## src/include/acu_regs.svh

```systemverilog
`ifndef ACU_REGS_SVH
`define ACU_REGS_SVH

// Register byte offsets
`define ACU_OFF_SEL      8'h00
`define ACU_OFF_KEY      8'h04
`define ACU_OFF_MASK     8'h08
`define ACU_OFF_MODE     8'h0C
`define ACU_OFF_DELAY    8'h10
`define ACU_OFF_TSCTRL   8'h14
`define ACU_OFF_TS_LO    8'h18
`define ACU_OFF_TS_HI    8'h1C
`define ACU_OFF_STATUS   8'h20

// Field positions in the mode register
`define ACU_MODE_ROLE_BIT 0
`define ACU_MODE_SRC_LSB  4
`define ACU_MODE_EDGE_BIT 8

// Reset values
`define ACU_RST_KEY      32'h0000_0000
`define ACU_RST_MASK     32'h0000_0000
`define ACU_RST_DELAY    32'h0000_0000

// Timing
`define ACU_CLK_PERIOD_NS 10
`define ACU_TS_STEP       (64'(`ACU_CLK_PERIOD_NS))

`endif

```

## src/include/acu_pkg.sv

```systemverilog
package acu_pkg;

    typedef enum logic
    {
        ACU_ROLE_LISTEN,
        ACU_ROLE_ORIGIN
    } acu_role_t;

    typedef enum logic [3:0]
    {
        ACU_SRC_OFF,
        ACU_SRC_ACCEPTED_FRAME_TRIGGER,
        ACU_SRC_REJECTED_FRAME_TRIGGER,
        ACU_SRC_FRAME_BEGIN_EVENT,
        ACU_SRC_EXPOSURE_BEGIN_EVENT,
        ACU_SRC_EXPOSURE_FINISH_EVENT,
        ACU_SRC_FIRST_TIMER_EXPIRY,
        ACU_SRC_FIRST_COUNTER_EXPIRY,
        ACU_SRC_INPUT_LINE_ZERO,
        ACU_SRC_INPUT_LINE_ONE
    } acu_src_t;

    typedef enum logic
    {
        ACU_EDGE_FALLING,
        ACU_EDGE_RISING
    } acu_edge_t;

endpackage : acu_pkg

```

## src/include/acu_act_if.sv

```systemverilog
`timescale 1ns/100ps
interface acu_act_if #(parameter int KEY_W = 32);
    import acu_pkg::*;
    logic [KEY_W-1:0] key;
    logic [KEY_W-1:0] mask;
    acu_role_t        role;
    acu_src_t         src;
    acu_edge_t        edge_sel;
    logic [31:0]      delay;
    modport cfg (output key, mask, role, src, edge_sel, delay);
    modport use_p (input key, mask, role, src, edge_sel, delay);
endinterface : acu_act_if

```

## src/core/acu_origin.sv

```systemverilog
`timescale 1ns/100ps
module acu_origin
    import acu_pkg::*;
(
    input  wire logic       aclk,
    input  wire logic       aresetn,
    acu_act_if.use_p        cfg,
    input  wire logic [6:0] cam_events,
    input  wire logic [1:0] input_lines,
    output logic            fire_q
);
    logic [1:0] line_q;
    logic [1:0] line_d;
    logic       fire_d;
    logic       lvl;

    always_comb
    begin
        line_d = input_lines;
        lvl    = 1'b0;
        fire_d = 1'b0;
        unique case (cfg.src)
            ACU_SRC_OFF:                    fire_d = 1'b0;
            ACU_SRC_ACCEPTED_FRAME_TRIGGER: fire_d = cam_events[0];
            ACU_SRC_REJECTED_FRAME_TRIGGER: fire_d = cam_events[1];
            ACU_SRC_FRAME_BEGIN_EVENT:      fire_d = cam_events[2];
            ACU_SRC_EXPOSURE_BEGIN_EVENT:   fire_d = cam_events[3];
            ACU_SRC_EXPOSURE_FINISH_EVENT:  fire_d = cam_events[4];
            ACU_SRC_FIRST_TIMER_EXPIRY:     fire_d = cam_events[5];
            ACU_SRC_FIRST_COUNTER_EXPIRY:   fire_d = cam_events[6];
            ACU_SRC_INPUT_LINE_ZERO,
            ACU_SRC_INPUT_LINE_ONE:
            begin
                lvl = (cfg.src == ACU_SRC_INPUT_LINE_ONE);
                if (cfg.edge_sel == ACU_EDGE_RISING)
                    fire_d = input_lines[lvl] & ~line_q[lvl];
                else
                    fire_d = ~input_lines[lvl] & line_q[lvl];
            end
            default:                        fire_d = 1'b0;
        endcase
        if (cfg.role != ACU_ROLE_ORIGIN)
            fire_d = 1'b0;
    end

    always_ff @(posedge aclk)
    begin
        if (!aresetn)
        begin
            line_q <= 2'h0;
            fire_q <= 1'b0;
        end
        else
        begin
            line_q <= line_d;
            fire_q <= fire_d;
        end
    end

endmodule : acu_origin

```

## src/core/acu_listen.sv

```systemverilog
`timescale 1ns/100ps
module acu_listen
    import acu_pkg::*;
#(
    parameter int KEY_W = 32
)
(
    input  wire logic             aclk,
    input  wire logic             aresetn,
    acu_act_if.use_p              cfg,
    input  wire logic [63:0]      ts,
    input  wire logic             rx_valid,
    input  wire logic [KEY_W-1:0] rx_key,
    input  wire logic [KEY_W-1:0] rx_mask,
    input  wire logic             rx_sched,
    input  wire logic [63:0]      rx_time,
    output logic                  pend_q,
    output logic                  pulse_q
);
    logic [63:0] when_q;
    logic [63:0] when_d;
    logic        pend_d;
    logic        pulse_d;
    logic        hit;

    always_comb
    begin
        hit = rx_valid && (cfg.role == ACU_ROLE_LISTEN)
              && (rx_key == cfg.key)
              && |(rx_mask & cfg.mask);
        when_d  = when_q;
        pend_d  = pend_q;
        pulse_d = 1'b0;
        if (pend_q && (ts >= when_q))
        begin
            pulse_d = 1'b1;
            pend_d  = 1'b0;
        end
        if (hit && !rx_sched)
            pulse_d = 1'b1;
        else if (hit)
        begin
            pend_d = 1'b1;
            when_d = rx_time;
        end
        if (cfg.role != ACU_ROLE_LISTEN)
            pend_d = 1'b0;
    end

    always_ff @(posedge aclk)
    begin
        if (!aresetn)
        begin
            when_q  <= 64'h0000_0000_0000_0000;
            pend_q  <= 1'b0;
            pulse_q <= 1'b0;
        end
        else
        begin
            when_q  <= when_d;
            pend_q  <= pend_d;
            pulse_q <= pulse_d;
        end
    end

endmodule : acu_listen

```

## src/core/acu_top.sv

```systemverilog
// Functional notes
// Two action commands are held, and an index register picks which one the settings address.
// A received message counts only if its key equals the configured group key.
// A received message counts only if its mask shares a set bit with the configured mask.
// In listener role a matching packet pulses that action's internal signal.
// In originator role a chosen camera event sends an action packet, unless one for that action is still waiting to be sent.
// With the origin selection off, no packet is ever sent for that action.
// Sources: both triggers, frame begin, exposure begin and end, timer, counter, both lines.
// A line origin fires on the configured falling or rising edge.
// A scheduled packet carries the current time plus the launch delay in ns.
// A launch delay of zero sends an unscheduled, immediate action.
// Software must pick a delay long enough for the packet to arrive before its time.
// An action travels as one broadcast packet to every device on the segment.
// Current time is a 64-bit counter run by the internal clock or the network clock.
// A listener pulse lasts one cycle, and a scheduled one comes when the time is reached.
`timescale 1ns/100ps
`include "acu_regs.svh"
module acu_top
    import acu_pkg::*;
#(
    parameter int KEY_W = 32
)
(
    input  wire logic             aclk,
    input  wire logic             aresetn,
    input  wire logic [7:0]       s_axi_awaddr,
    input  wire logic [2:0]       s_axi_awprot,
    input  wire logic             s_axi_awvalid,
    output logic                  s_axi_awready,
    input  wire logic [31:0]      s_axi_wdata,
    input  wire logic [3:0]       s_axi_wstrb,
    input  wire logic             s_axi_wvalid,
    output logic                  s_axi_wready,
    output logic [1:0]            s_axi_bresp,
    output logic                  s_axi_bvalid,
    input  wire logic             s_axi_bready,
    input  wire logic [7:0]       s_axi_araddr,
    input  wire logic [2:0]       s_axi_arprot,
    input  wire logic             s_axi_arvalid,
    output logic                  s_axi_arready,
    output logic [31:0]           s_axi_rdata,
    output logic [1:0]            s_axi_rresp,
    output logic                  s_axi_rvalid,
    input  wire logic             s_axi_rready,
    input  wire logic [6:0]       cam_events,
    input  wire logic [1:0]       input_lines,
    input  wire logic [63:0]      ptp_time,
    input  wire logic             rx_valid,
    input  wire logic [KEY_W-1:0] rx_key,
    input  wire logic [KEY_W-1:0] rx_mask,
    input  wire logic             rx_sched,
    input  wire logic [63:0]      rx_time,
    output logic                  tx_valid,
    input  wire logic             tx_ready,
    output logic [KEY_W-1:0]      tx_key,
    output logic [KEY_W-1:0]      tx_mask,
    output logic                  tx_sched,
    output logic [63:0]           tx_time,
    output logic [1:0]            action_pulse
);
    localparam logic [1:0] RESP_OKAY   = 2'h0;
    localparam logic [1:0] RESP_SLVERR = 2'h2;

    if (KEY_W < 1 || KEY_W > 32)
    begin : g_chk
        $error("acu_top: KEY_W must lie in 1..32");
    end

    function automatic logic [31:0] merge_strb(input logic [31:0] old_v,
                                               input logic [31:0] new_v,
                                               input logic [3:0]  strb);
        logic [31:0] r;
        r = old_v;
        for (int b = 0; b < 4; b++)
        begin
            if (strb[b])
                r[b*8 +: 8] = new_v[b*8 +: 8];
        end
        return r;
    endfunction : merge_strb

    function automatic logic known_addr(input logic [7:0] a);
        return a == `ACU_OFF_SEL || a == `ACU_OFF_KEY || a == `ACU_OFF_MASK
            || a == `ACU_OFF_MODE || a == `ACU_OFF_DELAY || a == `ACU_OFF_TSCTRL
            || a == `ACU_OFF_TS_LO || a == `ACU_OFF_TS_HI || a == `ACU_OFF_STATUS;
    endfunction : known_addr

    // Configuration, one set per action for key, mask, mode and delay
    logic             sel_q, sel_d;
    logic [31:0]      key_q   [2];
    logic [31:0]      key_d   [2];
    logic [31:0]      mask_q  [2];
    logic [31:0]      mask_d  [2];
    logic [8:0]       mode_q  [2];
    logic [8:0]       mode_d  [2];
    logic [31:0]      delay_q [2];
    logic [31:0]      delay_d [2];
    logic             ptp_sel_q, ptp_sel_d;
    logic [63:0]      ts_q, ts_d;

    // Bus slave state
    logic             awready_q, awready_d, wready_q, wready_d;
    logic             aw_got_q, aw_got_d, w_got_q, w_got_d;
    logic [7:0]       waddr_q, waddr_d;
    logic [31:0]      wdata_q, wdata_d;
    logic [3:0]       wstrb_q, wstrb_d;
    logic             bvalid_q, bvalid_d;
    logic [1:0]       bresp_q, bresp_d;
    logic             arready_q, arready_d, rvalid_q, rvalid_d;
    logic [31:0]      rdata_q, rdata_d;
    logic [1:0]       rresp_q, rresp_d;
    logic             do_write;
    logic [31:0]      cur_v;

    // Origin side
    logic [1:0]       fire;
    logic [1:0]       req_q, req_d;
    logic [63:0]      req_time_q [2];
    logic [63:0]      req_time_d [2];
    logic [1:0]       req_sched_q, req_sched_d;
    logic             tx_valid_q, tx_valid_d, tx_sched_q, tx_sched_d;
    logic [KEY_W-1:0] tx_key_q, tx_key_d, tx_mask_q, tx_mask_d;
    logic [63:0]      tx_time_q, tx_time_d;
    logic             tx_idx_q, tx_idx_d;
    logic             pick;

    // Listener side
    logic [1:0]       pend;
    logic [1:0]       pulse;

    for (genvar i = 0; i < 2; i++)
    begin : g_act
        acu_act_if #(.KEY_W(KEY_W)) act ();
        assign act.key      = key_q[i][KEY_W-1:0];
        assign act.mask     = mask_q[i][KEY_W-1:0];
        assign act.role     = acu_role_t'(mode_q[i][`ACU_MODE_ROLE_BIT]);
        assign act.src      = acu_src_t'(mode_q[i][`ACU_MODE_SRC_LSB +: 4]);
        assign act.edge_sel = acu_edge_t'(mode_q[i][`ACU_MODE_EDGE_BIT]);
        assign act.delay    = delay_q[i];

        acu_origin u_origin (
            .aclk        (aclk),
            .aresetn     (aresetn),
            .cfg         (act.use_p),
            .cam_events  (cam_events),
            .input_lines (input_lines),
            .fire_q      (fire[i])
        );

        acu_listen #(.KEY_W(KEY_W)) u_listen (
            .aclk     (aclk),
            .aresetn  (aresetn),
            .cfg      (act.use_p),
            .ts       (ts_q),
            .rx_valid (rx_valid),
            .rx_key   (rx_key),
            .rx_mask  (rx_mask),
            .rx_sched (rx_sched),
            .rx_time  (rx_time),
            .pend_q   (pend[i]),
            .pulse_q  (pulse[i])
        );
    end

    // Register slave and configuration
    always_comb
    begin
        awready_d = awready_q;
        wready_d  = wready_q;
        aw_got_d  = aw_got_q;
        w_got_d   = w_got_q;
        waddr_d   = waddr_q;
        wdata_d   = wdata_q;
        wstrb_d   = wstrb_q;
        bvalid_d  = bvalid_q;
        bresp_d   = bresp_q;
        arready_d = arready_q;
        rvalid_d  = rvalid_q;
        rdata_d   = rdata_q;
        rresp_d   = rresp_q;
        sel_d     = sel_q;
        key_d     = key_q;
        mask_d    = mask_q;
        mode_d    = mode_q;
        delay_d   = delay_q;
        ptp_sel_d = ptp_sel_q;
        cur_v     = 32'h0000_0000;

        if (s_axi_awvalid && awready_q)
        begin
            awready_d = 1'b0;
            aw_got_d  = 1'b1;
            waddr_d   = s_axi_awaddr;
        end
        if (s_axi_wvalid && wready_q)
        begin
            wready_d = 1'b0;
            w_got_d  = 1'b1;
            wdata_d  = s_axi_wdata;
            wstrb_d  = s_axi_wstrb;
        end
        do_write = aw_got_q && w_got_q && !bvalid_q;
        if (do_write)
        begin
            aw_got_d = 1'b0;
            w_got_d  = 1'b0;
            bvalid_d = 1'b1;
            bresp_d  = known_addr(waddr_q) ? RESP_OKAY : RESP_SLVERR;
            unique case (waddr_q)
                `ACU_OFF_SEL:    cur_v = {31'h0000_0000, sel_q};
                `ACU_OFF_KEY:    cur_v = key_q[sel_q];
                `ACU_OFF_MASK:   cur_v = mask_q[sel_q];
                `ACU_OFF_MODE:   cur_v = {23'h00_0000, mode_q[sel_q]};
                `ACU_OFF_DELAY:  cur_v = delay_q[sel_q];
                `ACU_OFF_TSCTRL: cur_v = {31'h0000_0000, ptp_sel_q};
                default:         cur_v = 32'h0000_0000;
            endcase
            cur_v = merge_strb(cur_v, wdata_q, wstrb_q);
            unique case (waddr_q)
                `ACU_OFF_SEL:    sel_d = cur_v[0];
                `ACU_OFF_KEY:    key_d[sel_q] = cur_v;
                `ACU_OFF_MASK:   mask_d[sel_q] = cur_v;
                `ACU_OFF_MODE:   mode_d[sel_q] = cur_v[8:0];
                `ACU_OFF_DELAY:  delay_d[sel_q] = cur_v;
                `ACU_OFF_TSCTRL: ptp_sel_d = cur_v[0];
                default:         cur_v = cur_v;
            endcase
        end
        if (bvalid_q && s_axi_bready)
        begin
            bvalid_d  = 1'b0;
            awready_d = 1'b1;
            wready_d  = 1'b1;
        end

        if (s_axi_arvalid && arready_q)
        begin
            arready_d = 1'b0;
            rvalid_d  = 1'b1;
            rresp_d   = known_addr(s_axi_araddr) ? RESP_OKAY : RESP_SLVERR;
            unique case (s_axi_araddr)
                `ACU_OFF_SEL:    rdata_d = {31'h0000_0000, sel_q};
                `ACU_OFF_KEY:    rdata_d = key_q[sel_q];
                `ACU_OFF_MASK:   rdata_d = mask_q[sel_q];
                `ACU_OFF_MODE:   rdata_d = {23'h00_0000, mode_q[sel_q]};
                `ACU_OFF_DELAY:  rdata_d = delay_q[sel_q];
                `ACU_OFF_TSCTRL: rdata_d = {31'h0000_0000, ptp_sel_q};
                `ACU_OFF_TS_LO:  rdata_d = ts_q[31:0];
                `ACU_OFF_TS_HI:  rdata_d = ts_q[63:32];
                `ACU_OFF_STATUS: rdata_d = {27'h000_0000, tx_valid_q, req_q, pend};
                default:         rdata_d = 32'h0000_0000;
            endcase
        end
        if (rvalid_q && s_axi_rready)
        begin
            rvalid_d  = 1'b0;
            arready_d = 1'b1;
        end
    end

    // Timestamp and outgoing packets
    always_comb
    begin
        ts_d = ptp_sel_q ? ptp_time : ts_q + `ACU_TS_STEP;
        req_d       = req_q;
        req_time_d  = req_time_q;
        req_sched_d = req_sched_q;
        tx_valid_d  = tx_valid_q;
        tx_key_d    = tx_key_q;
        tx_mask_d   = tx_mask_q;
        tx_sched_d  = tx_sched_q;
        tx_time_d   = tx_time_q;
        tx_idx_d    = tx_idx_q;
        pick        = req_q[0] ? 1'b0 : 1'b1;

        if (tx_valid_q && tx_ready)
        begin
            tx_valid_d       = 1'b0;
            req_d[tx_idx_q]  = 1'b0;
        end
        else if (!tx_valid_q && |req_q)
        begin
            tx_valid_d = 1'b1;
            tx_idx_d   = pick;
            tx_key_d   = key_q[pick][KEY_W-1:0];
            tx_mask_d  = mask_q[pick][KEY_W-1:0];
            tx_sched_d = req_sched_q[pick];
            tx_time_d  = req_time_q[pick];
        end

        for (int i = 0; i < 2; i++)
        begin
            if (fire[i] && !(req_q[i] && !(tx_valid_q && tx_ready && tx_idx_q == i)))
            begin
                req_d[i]       = 1'b1;
                req_sched_d[i] = (delay_q[i] != 32'h0000_0000);
                req_time_d[i]  = ts_q + {32'h0000_0000, delay_q[i]};
            end
        end
    end

    always_ff @(posedge aclk)
    begin
        if (!aresetn)
        begin
            awready_q   <= 1'b0;
            wready_q    <= 1'b0;
            aw_got_q    <= 1'b0;
            w_got_q     <= 1'b0;
            waddr_q     <= 8'h00;
            wdata_q     <= 32'h0000_0000;
            wstrb_q     <= 4'h0;
            bvalid_q    <= 1'b0;
            bresp_q     <= RESP_OKAY;
            arready_q   <= 1'b0;
            rvalid_q    <= 1'b0;
            rdata_q     <= 32'h0000_0000;
            rresp_q     <= RESP_OKAY;
            sel_q       <= 1'b0;
            key_q       <= '{`ACU_RST_KEY, `ACU_RST_KEY};
            mask_q      <= '{`ACU_RST_MASK, `ACU_RST_MASK};
            mode_q      <= '{9'h000, 9'h000};
            delay_q     <= '{`ACU_RST_DELAY, `ACU_RST_DELAY};
            ptp_sel_q   <= 1'b0;
            ts_q        <= 64'h0000_0000_0000_0000;
            req_q       <= 2'h0;
            req_time_q  <= '{64'h0000_0000_0000_0000, 64'h0000_0000_0000_0000};
            req_sched_q <= 2'h0;
            tx_valid_q  <= 1'b0;
            tx_key_q    <= '0;
            tx_mask_q   <= '0;
            tx_sched_q  <= 1'b0;
            tx_time_q   <= 64'h0000_0000_0000_0000;
            tx_idx_q    <= 1'b0;
        end
        else
        begin
            awready_q   <= awready_d | (!aw_got_q && !w_got_q && !bvalid_q && !wready_q
                                        && !awready_q);
            wready_q    <= wready_d | (!aw_got_q && !w_got_q && !bvalid_q && !wready_q
                                       && !awready_q);
            aw_got_q    <= aw_got_d;
            w_got_q     <= w_got_d;
            waddr_q     <= waddr_d;
            wdata_q     <= wdata_d;
            wstrb_q     <= wstrb_d;
            bvalid_q    <= bvalid_d;
            bresp_q     <= bresp_d;
            arready_q   <= arready_d | (!arready_q && !rvalid_q);
            rvalid_q    <= rvalid_d;
            rdata_q     <= rdata_d;
            rresp_q     <= rresp_d;
            sel_q       <= sel_d;
            key_q       <= key_d;
            mask_q      <= mask_d;
            mode_q      <= mode_d;
            delay_q     <= delay_d;
            ptp_sel_q   <= ptp_sel_d;
            ts_q        <= ts_d;
            req_q       <= req_d;
            req_time_q  <= req_time_d;
            req_sched_q <= req_sched_d;
            tx_valid_q  <= tx_valid_d;
            tx_key_q    <= tx_key_d;
            tx_mask_q   <= tx_mask_d;
            tx_sched_q  <= tx_sched_d;
            tx_time_q   <= tx_time_d;
            tx_idx_q    <= tx_idx_d;
        end
    end

    assign s_axi_awready = awready_q;
    assign s_axi_wready  = wready_q;
    assign s_axi_bvalid  = bvalid_q;
    assign s_axi_bresp   = bresp_q;
    assign s_axi_arready = arready_q;
    assign s_axi_rvalid  = rvalid_q;
    assign s_axi_rdata   = rdata_q;
    assign s_axi_rresp   = rresp_q;
    assign tx_valid      = tx_valid_q;
    assign tx_key        = tx_key_q;
    assign tx_mask       = tx_mask_q;
    assign tx_sched      = tx_sched_q;
    assign tx_time       = tx_time_q;
    assign action_pulse  = pulse;

endmodule : acu_top

```

## config.mk

```make
export PLATFORM = sky130hd
export DESIGN_NAME = acu_top
export DESIGN_NICKNAME = d
export VERILOG_FILES = /design/src/include/acu_pkg.sv /design/src/include/acu_act_if.sv /design/src/core/acu_origin.sv /design/src/core/acu_listen.sv /design/src/core/acu_top.sv
export VERILOG_INCLUDE_DIRS = /design/src /design/src/include
export SDC_FILE = /design/constraint.sdc
export NUM_CORES = 2
export LEC_CHECK = 0
export ABC_CLOCK_PERIOD_IN_PS = 4300
export BUFFER_PORTS_ARGS = -buffer_cell sky130_fd_sc_hd__buf_4
export CAP_MARGIN = 20
export CORE_AREA = 2 2 395 240
export DETAILED_ROUTE_END_ITERATION = 6
export DIE_AREA = 0 0 397 242
export SETUP_SLACK_MARGIN = 0.3
export SYNTH_ARGS = -nofsm -noshare
export SYNTH_HDL_FRONTEND = slang
export SYNTH_SLANG_ARGS = --single-unit
```

## constraint.sdc

```tcl
create_clock -name aclk -period 4.3 [get_ports aclk]
set_clock_uncertainty 0.05 [all_clocks]
set_input_delay 1.075 -clock aclk [delete_from_list [all_inputs] [get_ports aclk]]
set_output_delay 1.075 -clock aclk [all_outputs]
set_load 0.05 [all_outputs]
```

==> impl_results.md <==
* Sequential fraction of the synthesis area at 36.75%
* Final slew viol count at 0
* TritonCTS clock tree: built
* Sw Share at 24.77%
* PnR worst setup slack at 647.3 ps
* Share of cells above drive strength 1 at 14.26%
* Finished Layout Cells at 6688
* RSZ-0062 raised after global routing: false
* Die X at 397 um
* Post-layout min period at 3653 ps
* CTS Buffer Depth at 3
* Post-synth EDFFs at 0
* Core outline area at 92850 sq um
* NetSw at 3.758 mW
* Cell Pwr Density at 313.4 nW/um^2
* TritonCTS buffer count at 78
* Vias per cell at 6.035
* Routability cong. at 1.042
* Required time of the critical path at 4860 ps
* Dominant cells by area after synthesis: dfxtp_1 (37%), mux2i_1 (9.5%), nand2_1 (6.5%)
* Final-layout fill cell count at 8989
* Fmax at 0.2738 GHz
* PortBufs at 433
* Total wire length at 174100 um
* First-pass GRT wire length at 250900 um
* Largest net degree at the start of global routing at 170
* Status: finished, final reports clean
* Pint at 11.41 mW
* Type of origin of the critical path: flip-flop
* GRT Resource Usage Total at 35.02%
* #FFs+latches synth at 760
* Via count at 40360
* CP max FO at 32
* Sink Count at 760
* Place WS at 673.8 ps
* Top-area cell type share of the netlist area at 36.75%
* Global route overflow at 0
* ANT nets after route at 0
* DP HPWL at 133800 um
* Final period utilization at 84.95%
* Yosys cell types at 106
* Clock power share at 46.3%
* Initial core utilization at 44.59%
* Register share of total power at 47.2%
* Max-slew headroom at 18.61%
* P&R area growth vs syn at 16.91%
* I/O Pins at 442
* # DRC at 0
* Placed cells at 6547
* Most frequent cells after synthesis: dfxtp_1 (760), nand2_1 (713), nor2_1 (523), a21oi_1 (465), mux2i_1 (392)
* Avg Cell Area, Syn at 8.110 sq um
* Worst-case vdd ir drop at 0.0002724 V
* Initial antenna violation count at 7
* Worst Tran Pin Value at 1187 ps
* Clk root buf: clkbuf_16
* Initial DRT Pass Iterations at 6
* Setup TNS at 0 ps
* Synth area leader: dfxtp_1
* Total Nets Final at 5845
* Post-CTS sizing at 0
* Vias in the first global route at 36460
* Mapped Cells at 5105
* Leak at 18.43 nW
* Worst-path clk slew at 60 ps
* Ys flop type: dfxtp_1
* Max cap viols at 0
* Skew-Pair Late Insertion Delay at 680 ps
* Ys async rst share at 0%
* Synth Warn # at 0
* WL per Instance at 26.04 um
* Initial DRC count at 5198
* Hold buffer count at cts at 0
* Core Rows at 87
* Hold Path Class: reg2reg
* Die area at 96070 sq um
* Critical path arrival at 4210 ps
* Hold Fails Final Rpt at 0
* Die H at 242 um
* Combinational fraction of design power at 6.5%
* Crit end category: flip-flop
* CP Class: reg2reg
* CTS H-tree depth at 3
* Most frequent cell after synthesis: dfxtp_1
* Setup violators final at 0
* Post-Syn Area at 41400 sq um
* Number of setup buffers added after CTS at 0
[kinds of logic (layout without fill, tap and decap cells)]
logic type	count (synthesis)	in the layout	synth area share, %
flops	760	760	36.75
xor+xnor	153	153	3.237
compound gates	1270	1270	19.31
buf+inv	554	884	5.600
other cells	1	8	0.009058
simple gates	1770	1770	19.31
mux	402	402	9.858
fa+ha+maj	195	195	5.929
[placed cells by master, fill, tap and decap left out, drive strengths merged, types with 98 or more instances in the layout]
master | netlist | routed
buf | 73 | 561
a211oi | 177 | 177
a21oi | 476 | 476
nand3 | 98 | 98
o21ai | 226 | 226
mux2i | 392 | 392
xor2 | 99 | 99
dfxtp | 760 | 760
inv | 186 | 190
nand2 | 713 | 713
nor2 | 523 | 523
ha | 193 | 193
clkbuf | 292 | 111
[path summary, 6_finish.rpt]
| kind | slack, ps | from | end | cells past startpoint |
|---|---|---|---|---|
| setup / recovery | 650 | waddr_q[0]$_SDFFE_PN0P_ | g_act[1].act.key[4]$_SDFFE_PN0P_ | 8 |
| hold reg to reg | 400 | req_time_q[29]$_SDFFE_PN0P_ | req_time_q[29]$_SDFFE_PN0P_ | 2 |
| hold / removal | 400 | req_time_q[29]$_SDFFE_PN0P_ | req_time_q[29]$_SDFFE_PN0P_ | 2 |
| setup reg to reg | 650 | waddr_q[0]$_SDFFE_PN0P_ | g_act[1].act.key[4]$_SDFFE_PN0P_ | 8 |
[flip-flops by register name, summed over array words and instances, names as in the netlist, 6 cells and up]
name / flops
g_act.act.mask: 64
wdata_q: 32
g_act.u_listen.when_q: 128
tx_time: 64
g_act.act.delay: 64
ts_q: 64
req_time_q: 128
tx_key: 32
g_act.act.src: 8
g_act.act.key: 64
s_axi_rdata: 32
waddr_q: 8
tx_mask: 32
mode_q: 6
[stage by stage]
step / power (mW) / util, % / hold WS (ps) / area (sq um)
after detailed placement: 8.285 / 49.37 / 394.3 / 45840
after global routing: 15.60 / 52.11 / 414.5 / 48390
final: 15.17 / 52.13 / 402.8 / 48400
after CTS: 15.21 / 52.11 / 401.2 / 48390
after global placement: 8.281 / 49.37 / 387.8 / 45840
after floorplan: 7.765 / - / 381.2 / 41400
[metal layers]
metal	share of wire, %	vias to the layer above	GRT usage [%]
li1	-	18670	-
met1	47	19380	54.73
met2	38	2099	45.89
met3	13	204	10.24
met4	2.2	6	7.672
met5	0.12	-	1.190
[worst max-delay path, stage by stage, from the launching register on]
cell and delay [ps]:
dfxtp_1 310, or4_4 600, nor3_4 270, nand3b_2 760, o22ai_1 550, a311oi_1 130
a21oi_2 620, nand2_1 110, a21oi_1 170
[cell type report]
cell class,count,area (sq um),share of cell area [%]
Multi-Input combinational cell,3792,23930,49.44
Sequential cell,760,15220,31.45
Timing Repair Buffer,561,4412,9.115
Clock buffer,111,2270,4.689
Tap cell,1246,1559,3.221
Inverter,188,713.2,1.473
Clock inverter,24,279.0,0.5765
Antenna cell,6,15.01,0.03102
[power by group through the flow]
stage	Sequential (mW)	Clock [mW]	Combinational, mW
2_1_floorplan	7.31	0	0.459
3_3_place_gp	7.31	0	0.968
3_5_place_dp	7.31	0	0.971
4_1_cts	7.16	7.08	0.974
5_1_grt	7.16	7.39	1.05
6_report	7.16	7.02	0.992
Note: power is estimated with default switching activity, not from simulation.
